===== src/fpm_map.svh =====
`ifndef FPM_MAP_SVH
`define FPM_MAP_SVH
// ---------------------------------------------------------------------------
// register map (wishbone byte addresses)
// ---------------------------------------------------------------------------
`define FPM_ADR_CTRL     8'h00
`define FPM_ADR_LEVEL    8'h04
`define FPM_ADR_STAT     8'h08
`define FPM_ADR_VER      8'h0c
`define FPM_ADR_SET      8'h10
`define FPM_CTRL_MUTE    0
`define FPM_LEVEL_RST    8'hec
`define FPM_MUTE_RST     1'b0
// ---------------------------------------------------------------------------
// setting limits and reset values (bcd, output level limits signed binary)
// ---------------------------------------------------------------------------
`define FPM_FREQ_MIN     20'h20000
`define FPM_FREQ_MAX     20'h25000
`define FPM_FREQ_RST     20'h22500
`define FPM_GAIN_MAX     8'h50
`define FPM_GAIN_RST     8'h00
`define FPM_OUT_MAX      10'sd0
`define FPM_OUT_MIN      -10'sd20
// ---------------------------------------------------------------------------
// timing
// ---------------------------------------------------------------------------
`define FPM_CLK_NS       10
`define FPM_TICK_NS      1000000
`define FPM_TIMEOUT_MS   12000
`define FPM_LAMP_MS      1000
`define FPM_VER_MS       1000
`define FPM_MUTE_MS      50
`endif


===== src/fpm_pkg.sv =====
package fpm_pkg;
  // ui states, one-hot
  typedef enum logic [5:0] {
    S_TEST = 6'h01,
    S_VER  = 6'h02,
    S_NORM = 6'h04,
    S_EDIT = 6'h08,
    S_ASK  = 6'h10,
    S_DONE = 6'h20
  } fpm_state_t;
  // menu order as presented to the operator
  typedef enum logic [2:0] {
    M_FREQ = 3'h0,
    M_GAIN = 3'h1,
    M_REM  = 3'h2,
    M_INV  = 3'h3,
    M_REF  = 3'h4,
    M_ROUT = 3'h5,
    M_IF   = 3'h6,
    M_ADDR = 3'h7
  } fpm_menu_t;
  // all settings, digits in bcd, most significant first
  typedef struct packed {
    logic [4:0][3:0] freq;
    logic [1:0][3:0] gain;
    logic            remote;
    logic            invert;
    logic            ext_ref;
    logic            ref_out;
    logic [1:0]      iface;
    logic [1:0][3:0] addr;
  } fpm_set_t;
  // panel switch levels, high while pressed
  typedef struct packed {
    logic sel;
    logic left;
    logic right;
    logic up;
    logic down;
  } fpm_sw_t;
  // what the lcd driver shows
  typedef struct packed {
    fpm_state_t  state;
    fpm_menu_t   menu;
    logic [2:0]  cursor;
    logic        yes;
    fpm_set_t    shown;
  } fpm_disp_t;
endpackage


===== src/fpm_top.sv =====
// The Wishbone register port and the register offsets are this design's own decisions.
`timescale 1ns/100ps
`include "fpm_map.svh"
module fpm_top
  import fpm_pkg::*;
#(
  parameter int          TICK_CYC     = `FPM_TICK_NS / `FPM_CLK_NS,
  parameter int          TIMEOUT_TICK = `FPM_TIMEOUT_MS * (1000000 / `FPM_TICK_NS),
  parameter logic [15:0] VERSION      = 16'h0102  // arbitrary value
) (
  // clock and reset
  input  wire logic        clk_in,
  input  wire logic        resetn_in,
  // wishbone slave
  input  wire logic        wb_cyc_in,
  input  wire logic        wb_stb_in,
  input  wire logic        wb_we_in,
  input  wire logic [7:0]  wb_adr_in,
  input  wire logic [3:0]  wb_sel_in,
  input  wire logic [31:0] wb_dat_in,
  output logic      [31:0] wb_dat_out,
  output logic             wb_ack_out,
  // front panel
  input  wire fpm_sw_t     sw_in,
  input  wire logic        pll_lock_in,
  output fpm_disp_t        disp_out,
  output logic             alarm_led_out,
  output logic             remote_led_out,
  output logic             mute_led_out,
  // nonvolatile storage
  input  wire fpm_set_t    nvm_rd_data_in,
  output logic             nvm_wr_out,
  output fpm_set_t         nvm_wr_data_out,
  // rf control
  output logic      [19:0] freq_out,
  output logic      [7:0]  gain_out,
  output fpm_set_t         applied_out,
  output logic             carrier_mute_out
);

  // ---------------------------------------------------------------------------
  // constants and helpers
  // ---------------------------------------------------------------------------
  // divide first, as for the timeout, whose raw millisecond product would not fit in 32 bits
  localparam int LAMP_TICK = `FPM_LAMP_MS * (1000000 / `FPM_TICK_NS);
  localparam int VER_TICK  = `FPM_VER_MS * (1000000 / `FPM_TICK_NS);
  localparam int MUTE_TICK = `FPM_MUTE_MS * (1000000 / `FPM_TICK_NS);

  // one bcd digit up or down with wrap
  function automatic logic [3:0] fpm_step(input logic [3:0] d, input logic up);
    if (up) begin
      fpm_step = (d >= 4'h9) ? 4'h0 : d + 4'h1;
    end else begin
      fpm_step = (d == 4'h0) ? 4'h9 : d - 4'h1;
    end
  endfunction

  // editable places per menu; the place after the last is the save marker
  function automatic logic [2:0] fpm_ndig(input fpm_menu_t m);
    unique case (m)
      M_FREQ:  fpm_ndig = 3'd5;
      M_GAIN:  fpm_ndig = 3'd2;
      M_ADDR:  fpm_ndig = 3'd2;
      default: fpm_ndig = 3'd1;
    endcase
  endfunction

  // two bcd digits to a signed level term
  function automatic logic signed [9:0] fpm_bcd2bin(input logic [1:0][3:0] b);
    fpm_bcd2bin = 10'(b[1]) * 10'd10 + 10'(b[0]);
  endfunction

  // ---------------------------------------------------------------------------
  // registers
  // ---------------------------------------------------------------------------
  fpm_state_t   st_r;
  fpm_state_t   st_nxt;
  fpm_menu_t    menu_r;
  fpm_menu_t    menu_nxt;
  logic [2:0]   cur_r;
  logic [2:0]   cur_nxt;
  logic         yes_r;
  logic         yes_nxt;
  fpm_set_t     com_r;
  fpm_set_t     com_nxt;
  fpm_set_t     pend_r;
  fpm_set_t     pend_nxt;
  fpm_set_t     edit_set_w;
  logic         edit_ok_w;
  logic         wr_r;
  logic         wr_nxt;
  logic         loaded_r;
  fpm_sw_t      sw_prev_r;
  logic [31:0]  div_r;
  logic [31:0]  cnt_r;
  logic [31:0]  mute_cnt_r;
  logic [19:0]  freq_r;
  logic         cmute_r;
  logic         alarm_r;
  logic         mute_sel_r;
  logic [7:0]   lvl_r;
  logic         ack_r;
  logic [31:0]  dat_r;

  // ---------------------------------------------------------------------------
  // switch presses and timebase
  // ---------------------------------------------------------------------------
  // a press is the rising level; switches are not gated by remote mode
  wire fpm_sw_t press_w = sw_in & ~sw_prev_r;
  wire          sel_p   = press_w.sel;
  wire          left_p  = press_w.left;
  wire          right_p = press_w.right;
  wire          up_p    = press_w.up;
  wire          vert_p  = press_w.up | press_w.down;
  wire          any_p   = |press_w;
  wire          tick_w  = (div_r == 32'(TICK_CYC - 1));
  wire          idle_w  = (cnt_r >= 32'(TIMEOUT_TICK));
  wire          at_r_w  = (cur_r >= fpm_ndig(menu_r));
  wire          edit_w  = (st_r == S_EDIT) || (st_r == S_ASK);
  // output level the attenuator would give with the candidate gain
  wire logic signed [9:0] cand_lvl_w = $signed({{2{lvl_r[7]}}, lvl_r}) + fpm_bcd2bin(edit_set_w.gain);
  wire logic signed [9:0] out_lvl_w  = $signed({{2{lvl_r[7]}}, lvl_r}) + fpm_bcd2bin(pend_r.gain);

  always_ff @(posedge clk_in or negedge resetn_in) begin
    if (!resetn_in) begin
      sw_prev_r <= '0;
      div_r     <= 32'h0;
    end else begin
      sw_prev_r <= sw_in;
      div_r     <= tick_w ? 32'h0 : div_r + 32'h1;
    end
  end

  // idle count restarts on any press and on each state change
  always_ff @(posedge clk_in or negedge resetn_in) begin
    if (!resetn_in) begin
      cnt_r <= 32'h0;
    end else if (any_p || st_nxt != st_r) begin
      cnt_r <= 32'h0;
    end else if (tick_w && cnt_r != 32'hffff_ffff) begin
      // saturates at the top only: boot delays can count past a short edit timeout
      cnt_r <= cnt_r + 32'h1;
    end
  end

  // ---------------------------------------------------------------------------
  // candidate value for a vertical press
  // ---------------------------------------------------------------------------
  always_comb begin
    edit_set_w = pend_r;
    edit_ok_w  = 1'b1;
    unique case (menu_r)
      M_FREQ: begin
        edit_set_w.freq[3'd4 - cur_r] = fpm_step(pend_r.freq[3'd4 - cur_r], up_p);
        edit_ok_w = (edit_set_w.freq >= `FPM_FREQ_MIN) && (edit_set_w.freq <= `FPM_FREQ_MAX);
      end
      M_GAIN: begin
        // tens digit is 10 dB a step, units 1 dB
        edit_set_w.gain[~cur_r[0]] = fpm_step(pend_r.gain[~cur_r[0]], up_p);
        edit_ok_w = (edit_set_w.gain <= `FPM_GAIN_MAX) &&
                    (cand_lvl_w <= `FPM_OUT_MAX) && (cand_lvl_w >= `FPM_OUT_MIN);
      end
      M_ADDR: edit_set_w.addr[~cur_r[0]] = fpm_step(pend_r.addr[~cur_r[0]], up_p);
      // on/off items flip whichever way the switch went
      M_REM:  edit_set_w.remote  = ~pend_r.remote;
      M_INV:  edit_set_w.invert  = ~pend_r.invert;
      M_REF:  edit_set_w.ext_ref = ~pend_r.ext_ref;
      M_ROUT: edit_set_w.ref_out = ~pend_r.ref_out;
      M_IF:   edit_set_w.iface   = pend_r.iface + 2'd1;
    endcase
  end

  // ---------------------------------------------------------------------------
  // menu state machine
  // ---------------------------------------------------------------------------
  always_comb begin
    st_nxt   = st_r;
    menu_nxt = menu_r;
    cur_nxt  = cur_r;
    yes_nxt  = yes_r;
    pend_nxt = pend_r;
    com_nxt  = com_r;
    wr_nxt   = 1'b0;
    unique case (st_r)
      // lamp test, then version, then normal display
      S_TEST: if (tick_w && cnt_r >= 32'(LAMP_TICK - 1)) st_nxt = S_VER;
      S_VER:  if (tick_w && cnt_r >= 32'(VER_TICK - 1)) st_nxt = S_NORM;
      S_NORM: begin
        if (sel_p) begin
          st_nxt   = S_EDIT;
          menu_nxt = M_FREQ;
          cur_nxt  = 3'd0;
        end
      end
      S_EDIT: begin
        if (idle_w) begin
          st_nxt   = S_NORM;
          pend_nxt = com_r;
        end else if (sel_p) begin
          if (at_r_w || menu_r == M_ADDR) begin
            st_nxt  = S_ASK;
            yes_nxt = 1'b0;
          end else begin
            menu_nxt = fpm_menu_t'(menu_r + 3'd1);
            cur_nxt  = 3'd0;
          end
        end else if (left_p && cur_r != 3'd0) begin
          cur_nxt = cur_r - 3'd1;
        end else if (right_p && !at_r_w) begin
          cur_nxt = cur_r + 3'd1;
        end else if (vert_p && !at_r_w && edit_ok_w) begin
          pend_nxt = edit_set_w;
        end
      end
      S_ASK: begin
        if (idle_w) begin
          st_nxt   = S_NORM;
          pend_nxt = com_r;
        end else if (sel_p) begin
          st_nxt = S_DONE;
          if (yes_r) begin
            com_nxt = pend_r;
            wr_nxt  = 1'b1;
          end else begin
            pend_nxt = com_r;
          end
        end else if (vert_p) begin
          yes_nxt = ~yes_r;
        end
      end
      S_DONE: if (sel_p) st_nxt = S_NORM;
    endcase
  end

  // settings are loaded from storage in the first cycle after reset
  always_ff @(posedge clk_in or negedge resetn_in) begin
    if (!resetn_in) begin
      st_r     <= S_TEST;
      menu_r   <= M_FREQ;
      cur_r    <= 3'd0;
      yes_r    <= 1'b0;
      wr_r     <= 1'b0;
      loaded_r <= 1'b0;
      com_r    <= '{freq: `FPM_FREQ_RST, gain: `FPM_GAIN_RST, default: '0};
      pend_r   <= '{freq: `FPM_FREQ_RST, gain: `FPM_GAIN_RST, default: '0};
    end else begin
      st_r     <= st_nxt;
      menu_r   <= menu_nxt;
      cur_r    <= cur_nxt;
      yes_r    <= yes_nxt;
      wr_r     <= wr_nxt;
      loaded_r <= 1'b1;
      com_r    <= loaded_r ? com_nxt : nvm_rd_data_in;
      pend_r   <= loaded_r ? pend_nxt : nvm_rd_data_in;
    end
  end

  // ---------------------------------------------------------------------------
  // rf side, carrier mute and indicators
  // ---------------------------------------------------------------------------
  // the mute holds for a while so the synthesizer can settle unseen
  always_ff @(posedge clk_in or negedge resetn_in) begin
    if (!resetn_in) begin
      freq_r     <= `FPM_FREQ_RST;
      mute_cnt_r <= 32'h0;
      cmute_r    <= 1'b1;
      alarm_r    <= 1'b0;
    end else begin
      freq_r  <= com_r.freq;
      alarm_r <= !pll_lock_in;
      cmute_r <= mute_sel_r || (com_r.freq != freq_r) || (mute_cnt_r != 32'h0);
      if (com_r.freq != freq_r) begin
        mute_cnt_r <= 32'(MUTE_TICK);
      end else if (tick_w && mute_cnt_r != 32'h0) begin
        mute_cnt_r <= mute_cnt_r - 32'h1;
      end
    end
  end

  // gain follows the edit copy, which equals the committed copy outside edits
  assign gain_out         = pend_r.gain;
  assign freq_out         = freq_r;
  assign applied_out      = com_r;
  assign carrier_mute_out = cmute_r;
  assign alarm_led_out    = alarm_r;
  assign remote_led_out   = com_r.remote;
  assign mute_led_out     = mute_sel_r;
  assign nvm_wr_out       = wr_r;
  assign nvm_wr_data_out  = com_r;
  assign disp_out         = '{state: st_r, menu: menu_r, cursor: cur_r, yes: yes_r, shown: pend_r};

  // ---------------------------------------------------------------------------
  // wishbone slave
  // ---------------------------------------------------------------------------
  // one wait state; unmapped addresses ack with zero and ignore writes
  wire        wb_hit_w = wb_cyc_in && wb_stb_in && !ack_r;
  wire        wb_wr_w  = wb_hit_w && wb_we_in && wb_sel_in[0];
  wire [31:0] stat_w   = {16'h0, pll_lock_in, st_r, menu_r, cur_r, yes_r, wr_r, 1'b0};
  wire [31:0] rd_w     = (wb_adr_in == `FPM_ADR_CTRL)  ? {31'h0, mute_sel_r} :
                         (wb_adr_in == `FPM_ADR_LEVEL) ? {24'h0, lvl_r} :
                         (wb_adr_in == `FPM_ADR_STAT)  ? stat_w :
                         (wb_adr_in == `FPM_ADR_VER)   ? {16'h0, VERSION} :
                         (wb_adr_in == `FPM_ADR_SET)   ? {4'h0, com_r.gain, com_r.freq} : 32'h0;

  always_ff @(posedge clk_in or negedge resetn_in) begin
    if (!resetn_in) begin
      ack_r      <= 1'b0;
      dat_r      <= 32'h0;
      mute_sel_r <= `FPM_MUTE_RST;
      lvl_r      <= `FPM_LEVEL_RST;
    end else begin
      ack_r <= wb_hit_w;
      if (wb_hit_w) dat_r <= rd_w;
      if (wb_wr_w && wb_adr_in == `FPM_ADR_CTRL) mute_sel_r <= wb_dat_in[`FPM_CTRL_MUTE];
      if (wb_wr_w && wb_adr_in == `FPM_ADR_LEVEL) lvl_r <= wb_dat_in[7:0];
    end
  end

  assign wb_ack_out = ack_r;
  assign wb_dat_out = dat_r;
endmodule


===== config.mk =====
export PLATFORM = sky130hd
export DESIGN_NAME = fpm_top
export DESIGN_NICKNAME = d
export VERILOG_FILES = /design/src/fpm_pkg.sv /design/src/fpm_top.sv
export VERILOG_INCLUDE_DIRS = /design/src
export SDC_FILE = /design/constraint.sdc
export NUM_CORES = 1
export LEC_CHECK = 0
export ABC_AREA = 1
export BUFFER_PORTS_ARGS = -buffer_cell sky130_fd_sc_hd__clkbuf_2
export CORE_MARGIN = 8
export CORE_UTILIZATION = 35
export CTS_CLUSTER_SIZE = 12
export DETAILED_ROUTE_END_ITERATION = 6
export PLACE_DENSITY_LB_ADDON = 0.1
export SLEW_MARGIN = 10
export SYNTH_ARGS = -nofsm -noshare
export SYNTH_HDL_FRONTEND = slang
export SYNTH_SLANG_ARGS = --single-unit

===== constraint.sdc =====
create_clock -name clk_in -period 12.99 [get_ports clk_in]
set_input_delay 1.299 -clock clk_in [delete_from_list [all_inputs] [get_ports clk_in]]
set_output_delay 1.299 -clock clk_in [all_outputs]
set_load 0.1 [all_outputs]

==> results of run 1 <==
-- state kept, by name, summed over array words and instances, names as in the netlist, 3 cells and up --
name / flops
mute_cnt_r: 32
lvl_r: 8
cur_r: 3
wb_dat_out: 28
applied_out: 41
disp_out: 42
sw_prev_r: 5
div_r: 32
cnt_r: 32
st_r: 6
menu_r: 3
freq_out: 20
-- critical path, delay by kind of cell (launching register included) --
kind            cells  cell delay (ns)
flops               1             0.36
xor+xnor            3             0.62
fa+ha+maj           4             1.11
buf+inv             7             1.12
simple gates       17             2.58
compound gates      5             0.98
-- path summary, 6_finish.rpt --
kind	end	depth (start not counted)	from	slack [ns]
setup reg to reg	disp_out[36]	36	cur_r[0]	6.04
min in group asynchronous	wb_dat_out[6]	1	resetn_in	0.72
max in group asynchronous	loaded_r	3	resetn_in	10.05
setup / recovery	disp_out[36]	36	cur_r[0]	6.04
hold reg to reg	freq_out[13]	0	applied_out[35]	0.42
hold / removal	freq_out[13]	0	applied_out[35]	0.42
-- area by class of cell --
type,count,area [um2]
fill,5051,28300
multi-input combinational,1589,8470
sequential,260,6530
timing repair buffer,289,1500
inverter,324,1220
clock buffer,57,1080
tap,615,769
clock inverter,4,23.8
-- stage by stage --
| stage | instance area, um2 | instances |
|---|---|---|
| 3_3_place_gp | 18500 | 3077 |
| 3_5_place_dp | 18500 | 3077 |
| 4_1_cts | 19600 | 3138 |
| 6_report | 19600 | 3138 |
| 5_1_grt | 19600 | 3138 |
| 2_1_floorplan | 17000 | 2300 |
-- placed cells by master, fill, tap and decap left out, types with 47 or more instances in the layout --
master / n
nor2_1: 185
nand3_1: 103
o211ai_1: 47
inv_1: 307
o21ai_0: 167
a21oi_1: 109
nor3_1: 67
nand2_1: 494
nand4_1: 63
clkbuf_2: 269
dfrtp_1: 240
-- logic make-up after synthesis --
family                   after synthesis  share of synthesized area (%)
other                                  2                         0.0443
XOR/XNOR                              46                           2.37
flip-flops                           260                           38.5
AO/OA/AOI/OAI                        490                           17.5
AND/OR/NAND/NOR                      999                           26.2
buffers and inverters                451                           11.7
adder cells (fa/ha/maj)               44                           3.42
multiplexers                           5                          0.324
-- report_power, final --
part,internal (mW),switching (mW)
Combinational,0.151,0.652
Sequential,0.851,0.0581
Clock,0.564,0.380
Total,1.57,1.09
-- per-layer routing --
layer	vias to the layer above	part of all wire [%]	GRT usage [%]
met5	-	0	0
met4	0	2.6	6.44
met3	76	7.3	4.61
met2	581	43	33.3
met1	7920	47	31.6
li1	8028	-	-
==> results_dict.tcl, run 1 <==
set metrics [dict create \
    grt_usage_pct 22.1 \
    synth_area_um2 17000 \
    synth.largest_area_cell "dfrtp_1" \
    fin_tns_setup_ns 0 \
    fp.dieArea_um2 55800 \
    cts_hold_buf 0 \
    hp-class "flip-flop to flip-flop" \
    critPathLaunchType "flip-flop" \
    netlist_instances 2297 \
    grt_pass1_wl_um 97800 \
    ys_async_sr_fraction_pct 100 \
    drt_iter0_drc 1449 \
    slowest_delay_ns 0.57 \
    coreArea_um2 47800 \
    end_kind "flip-flop" \
    numCtsBuffers 34 \
    routed_wl_um 63100 \
    fin_worst_skew_ns 0.0196 \
    post-synth-top-count-cell "nand2_1" \
    htreeDepth 2 \
    path_max_fanout 40 \
    fmax_ghz 0.144 \
    dp_worst_setup_slack_ns 5.93 \
    worstMarginPinSlew_ns 0.925 \
    finalCritPeriodShare_pct 53.5 \
    vdd_ir_drop_max_mv 0.0931 \
    p_leak_nw 9.60 \
    setup-violations-final 0 \
    nets 2639 \
    die_w_um 236 \
    clock_sinks 260 \
    grt_pass1_vias 16200 \
    gr-total-overflow 0 \
    period_needed_ns 6.95 \
    synthTopCellsByArea "dfrtp_1, nand2_1, inv_1, o21ai_0, nor2_1" \
    wire_per_inst_um 20.1 \
    cp_common_cell "nand2_1" \
    yosysTopAreaCellShare_pct 35.5 \
    antenna_found_initial 0 \
    synth-seq-cells 260 \
    area_growth_pct 15.5 \
    cts_resized 0 \
    crit_type "flip-flop to flip-flop" \
    utilization_pct 41.0 \
    status "completed" \
    finalMaxSlewViolations 0 \
    clkTransAtPathRegs_ns 0.06 \
    die_h_um 236 \
    ys_warn_count 0 \
    hold_viol 0 \
    synthTopCellsByCount "nand2_1, inv_1, dfrtp_1" \
    max_cap_viol_count 0 \
    avgSynthCellArea_um2 7.39 \
    synth.distinct_cells 59 \
    ios 302 \
    num_vias 16600 \
    cts_root_buf "clkbuf_16" \
    cts_max_path_buffers 3 \
    grt_max_degree 81 \
    diodes 0 \
    num_rows 80 \
    synth_edf_count 0 \
    place_congestion 0.892 \
    initial_core_util_pct 35.5 \
    post_cts_buffers 0 \
    worstPathRequired_ns 13.40 \
    remaining_drc_errors 0 \
    clk_latency_ns 0.55 \
    crit_arrival_ns 7.36 \
    p_per_area_nw_per_um2 136 \
    synth_ff_type "dfrtp_1" \
    drtAntennaViolNets 0 \
    fin_ws_ns 6.04 \
    cts_tree "done" \
    slew_headroom_pct 38.4 \
    dr.pass1.iters 6 \
    seq_area_frac_synth_pct 38.5 \
    drive_gt1_share_pct 17.9 \
    grt_setup_unrepaired "false" \
    fin_hold_ws_ns 0.417 \
    numPortBuffers 270 \
    post-dp-hpwl_um 47500 \
    via_per_inst 5.29 \
    cp_slowest_cell "inv_2" \
    power_mw 2.66 \
]
Note: power is estimated with default switching activity, not from simulation.
==> inputs of run 2 (changes only) <==
- clock period: 12.99 -> 5.8 ns (I/O delays scaled with it)
==> run 2 against run 1 <==
Net effect:
- core utilization grew 0.94 points
- final cell count up 1.1%
- wire length is 3.9% higher
- design area is 2.3% higher
- register-to-register slack lost 5.7 ns
- clock power up 130%
- sequential power is 120% higher
- critical endpoint is now disp_out[6]
- power increased by 130%
- highest routed layer unchanged
==> results_dict.tcl, run 2 (synthesis results as in run 1) <==
set metrics [dict create \
    clk_latency_ns 0.56 \
    final_area_um2 20000 \
    worstPathRequired_ns 6.28 \
    worstMarginPinSlew_ns 0.932 \
    finalCritPeriodShare_pct 93.7 \
    crit_family "simple AND/OR/NAND/NOR gates" \
    crit_type "flip-flop to flip-flop" \
    fin_ws_ns 0.365 \
    status "completed" \
    area_growth_pct 18.1 \
    grt_usage_pct 22.6 \
    fin_hold_ws_ns 0.00958 \
    clkTransAtPathRegs_ns 0.06 \
    cts_hold_buf 0 \
    num_rows 80 \
    num_vias 16900 \
    grt_pass1_wl_um 99800 \
    fp.dieArea_um2 55800 \
    antenna_found_initial 0 \
    htreeDepth 2 \
    path_max_fanout 16 \
    period_needed_ns 5.43 \
    cts_max_path_buffers 3 \
    clock_sinks 260 \
    cp_common_cell "nand2_1" \
    layout_common_cells "nand2_1, inv_1, clkbuf_2" \
    p_per_area_nw_per_um2 302 \
    wire_per_inst_um 20.7 \
    numCtsBuffers 35 \
    placedCellCount 3099 \
    remaining_drc_errors 0 \
    die_w_um 236 \
    fin_tns_setup_ns 0 \
    drive_gt1_share_pct 20.0 \
    ios 302 \
    end_kind "flip-flop" \
    drt_iter0_drc 1391 \
    coreArea_um2 47800 \
    placed_area_um2 18700 \
    hp-class "input port to asynchronous set/reset pin" \
    nets 2672 \
    via_per_inst 5.32 \
    gr-total-overflow 0 \
    grt_max_degree 129 \
    n_fill_cell 4987 \
    routed_wl_um 65500 \
    fin_worst_skew_ns 0.0272 \
    die_h_um 236 \
    initial_core_util_pct 35.5 \
    crit_arrival_ns 5.92 \
    numPortBuffers 270 \
    worst-path-buf-inv 10 \
    critPathLaunchType "flip-flop" \
    slowest_delay_ns 0.46 \
    final_common_cell "nand2_1" \
    finalMaxSlewViolations 0 \
    setup-violations-final 0 \
    fmax_ghz 0.184 \
    cts_tree "done" \
    diodes 0 \
    hold_viol 0 \
    largest_reg_flops 42 \
    place_congestion 0.940 \
    dp_worst_setup_slack_ns 0.0653 \
    vdd_ir_drop_max_mv 0.261 \
    cts_root_buf "clkbuf_16" \
    slew_headroom_pct 37.8 \
    instances_no_fill 3171 \
    p_leak_nw 9.81 \
    max_cap_viol_count 0 \
    dr.pass1.iters 5 \
    grt_pass1_vias 16400 \
    cp_slowest_cell "dfrtp_2" \
    drtAntennaViolNets 0 \
    post-dp-hpwl_um 50000 \
]
[run 2: changes by cell type in the layout (fill, tap and decap cells not counted), sizes merged]
| cell | previous run | this run |
|---|---|---|
| bufinv | 0 | 2 |
| clkinv | 5 | 11 |
| buf | 20 | 50 |
| clkinvlp | 0 | 2 |
| clkbuf | 326 | 319 |
[run 2: area by class of cell]
cell class / count / area [um2] / area share (%)
clock inverters: 14 / 140 / 0.699
well taps: 615 / 769 / 3.84
inverters: 324 / 1220 / 6.07
flip-flops and latches: 260 / 6530 / 32.6
clock buffers: 48 / 976 / 4.87
repair buffers: 321 / 1820 / 9.10
multi-input cells: 1589 / 8580 / 42.8
[run 2: repair_timing]
| action | 4_1_cts | 5_1_grt |
|---|---|---|
| setup buffers | 0 | 8 |
| endpoints found under the hold margin | 0 | 0 |
| endpoints found under the setup margin | 0 | 42 |
| resized for setup | 0 | 33 |
[run 2: final timing paths]
kind                                      start       endpoint  slack, ns  cells after the start
worst min-delay path                  resetn_in  mute_cnt_r[5]       0.01                      1
min in group clk_in                    sw_in[2]   sw_prev_r[2]       0.16                      1
worst min register to register  applied_out[35]   freq_out[13]       0.41                      0
max in group asynchronous             resetn_in       loaded_r       4.53                      2
worst max-delay path                   cur_r[0]    disp_out[6]       0.37                     38
worst max register to register         cur_r[0]    disp_out[6]       0.37                     38
[run 2: worst reg2reg max path: cells and delay by family, from the launching register on]
family                     cells  cell delay, ns
and+or+nand+nor               18            1.75
xor gates and xnor gates       2            0.35
adders and majority gates      5            1.43
buffers and inverters         10            0.99
DFF                            1            0.46
AOI/OAI and AO/OA              3            0.41
[run 2: layer usage]
metal | wire length (um) | up-vias | GRT usage (%)
met3 | 4700 | 71 | 4.52
met2 | 29200 | 617 | 35.5
met4 | 1280 | 0 | 5.37
met1 | 30300 | 8089 | 31.8
li1 | - | 8106 | -
met5 | 0 | - | 0
[run 2: power by group]
part	internal (mW)	switching (mW)	total (mW)
clock	1.27	0.877	2.15
sequential	1.91	0.126	2.03
combinational	0.379	1.50	1.88
total	3.56	2.50	6.06
[run 2: through the flow]
step,power (mW),utilization [%]
6_report,6.06,41.9
5_1_grt,6.31,41.9
4_1_cts,6.09,41.4
3_5_place_dp,3.90,39.1
3_3_place_gp,3.90,39.1
2_1_floorplan,3.49,-
==> inputs of run 3 (changes only) <==
- MAX_ROUTING_LAYER: default -> met4
- RECOVER_POWER: default -> 100
==> run 3 against run 2 <==
Net effect:
- the flow now finishes with violations (capacitance limit, slew limit)
- sequential power about the same
- critical path type unchanged
- combinational power about the same
- global-route usage up 0.65 points
- power up 2.6%
- critical endpoint is now disp_out[25]
==> results_dict.tcl, run 3 (synthesis results as in run 1) <==
set metrics [dict create \
    ios 302 \
    num_rows 80 \
    cp_common_cell "nand2_1" \
    fin_worst_skew_ns 0.0213 \
    slowest_delay_ns 0.46 \
    fin_tns_setup_ns 0 \
    end_kind "flip-flop" \
    hp-class "input port to asynchronous set/reset pin" \
    grt_pass1_vias 16400 \
    post-dp-hpwl_um 49900 \
    cts_root_buf "clkbuf_16" \
    antenna_found_initial 2 \
    fin_hold_ws_ns 0.0254 \
    dp_worst_setup_slack_ns 0.102 \
    cts_tree "done" \
    path_max_fanout 10 \
    grt_max_degree 109 \
    status "complete, but fails checks" \
    fmax_ghz 0.185 \
    num_vias 16900 \
    wire_per_inst_um 20.8 \
    p_per_area_nw_per_um2 314 \
    worstPathRequired_ns 6.23 \
    area_growth_pct 16.7 \
    drtAntennaViolNets 0 \
    final_common_cell "nand2_1" \
    utilization_pct 41.4 \
    crit_arrival_ns 5.84 \
    layout_common_cells "nand2_1, inv_1, dfrtp_1" \
    clock_sinks 260 \
    fp.dieArea_um2 55800 \
    numPortBuffers 270 \
    nets 2672 \
    cp_slowest_cell "dfrtp_2" \
    place_congestion 0.940 \
    vdd_ir_drop_max_mv 0.199 \
    n_fill_cell 5093 \
    violations "capacitance limit, slew limit" \
    numCtsBuffers 35 \
    grt_pass1_wl_um 99700 \
    die_w_um 236 \
    cts_max_path_buffers 3 \
    slew_headroom_pct -111 \
    crit_type "flip-flop to flip-flop" \
    remaining_drc_errors 0 \
    p_leak_nw 9.19 \
    die_h_um 236 \
    finalCritPeriodShare_pct 93.4 \
    setup-violations-final 0 \
    drt_iter0_drc 1286 \
    drive_gt1_share_pct 11.0 \
    initial_core_util_pct 35.5 \
    htreeDepth 2 \
    coreArea_um2 47800 \
    worstMarginPinSlew_ns 3.16 \
    routed_wl_um 66000 \
    fin_ws_ns 0.385 \
    finalMaxSlewViolations 208 \
    max_cap_viol_count 3 \
    grt_usage_pct 23.3 \
    via_per_inst 5.33 \
    period_needed_ns 5.41 \
    critPathLaunchType "flip-flop" \
    dr.pass1.iters 5 \
    hold_viol 0 \
    clk_latency_ns 0.55 \
    largest_reg_flops 42 \
    clkTransAtPathRegs_ns 0.06 \
    gr-total-overflow 0 \
]
==> run 3: area by class of cell <==
class	instances	area (um2)	area share (%)
Antenna cell	3	7.51	0.0379
Sequential cell	260	6530	33.0
Clock buffer	49	1030	5.20
Tap cell	615	769	3.89
Multi-Input combinational cell	1590	8520	43.1
Timing Repair Buffer	320	1510	7.64
Clock inverter	15	204	1.03
Inverter	324	1220	6.14
==> run 3: critical path, delay by kind of cell (launching register included) <==
family / cells / cell delay (ns)
flip-flops: 1 / 0.46
buffers and inverters: 9 / 0.72
AND/OR/NAND/NOR: 20 / 1.88
XOR/XNOR: 2 / 0.35
adder cells (fa/ha/maj): 5 / 1.45
AO/OA/AOI/OAI: 5 / 0.43
==> run 3: per-layer routing <==
layer,track usage (%),up-vias,share of wire (%)
li1,-,8109,-
met1,32.1,8156,47
met2,34.8,581,44
met3,3.88,82,6.4
met4,6.98,0,2.6
met5,-,-,0
==> run 3: worst paths after layout <==
check	start	to	slack (ns)	cells after the start
setup / recovery	cur_r[0]	disp_out[25]	0.39	41
hold / removal	resetn_in	mute_cnt_r[7]	0.03	1
setup reg to reg	cur_r[0]	disp_out[25]	0.39	41
hold reg to reg	applied_out[36]	freq_out[14]	0.43	0
max in group asynchronous	resetn_in	applied_out[36]	2.19	2
min in group clk_in	sw_in[1]	sw_prev_r[1]	0.16	1
==> run 3: stage by stage <==
stage / power [mW] / instance area [um2] / std cells
floorplan: 3.49 / 17000 / 2300
detailed placement: 3.90 / 18700 / 3099
global placement: 3.90 / 18700 / 3099
finish: 6.22 / 19800 / 3176
CTS: 6.26 / 19900 / 3163
global route: 6.47 / 19800 / 3175
==> run 3: where the power goes <==
part	internal (mW)	leakage, nW	total, mW	switching (mW)
logic	0.354	5.29	1.86	1.51
registers	1.90	3.30	2.03	0.124
clock network	1.43	0.595	2.33	0.901
==> run 3: what timing repair did <==
action                                  CTS  global route
hold buffers                              0             0
setup buffers                             0             6
endpoints found under the setup margin    0            42
endpoints found under the hold margin     0             0
gates resized for setup                   0            42
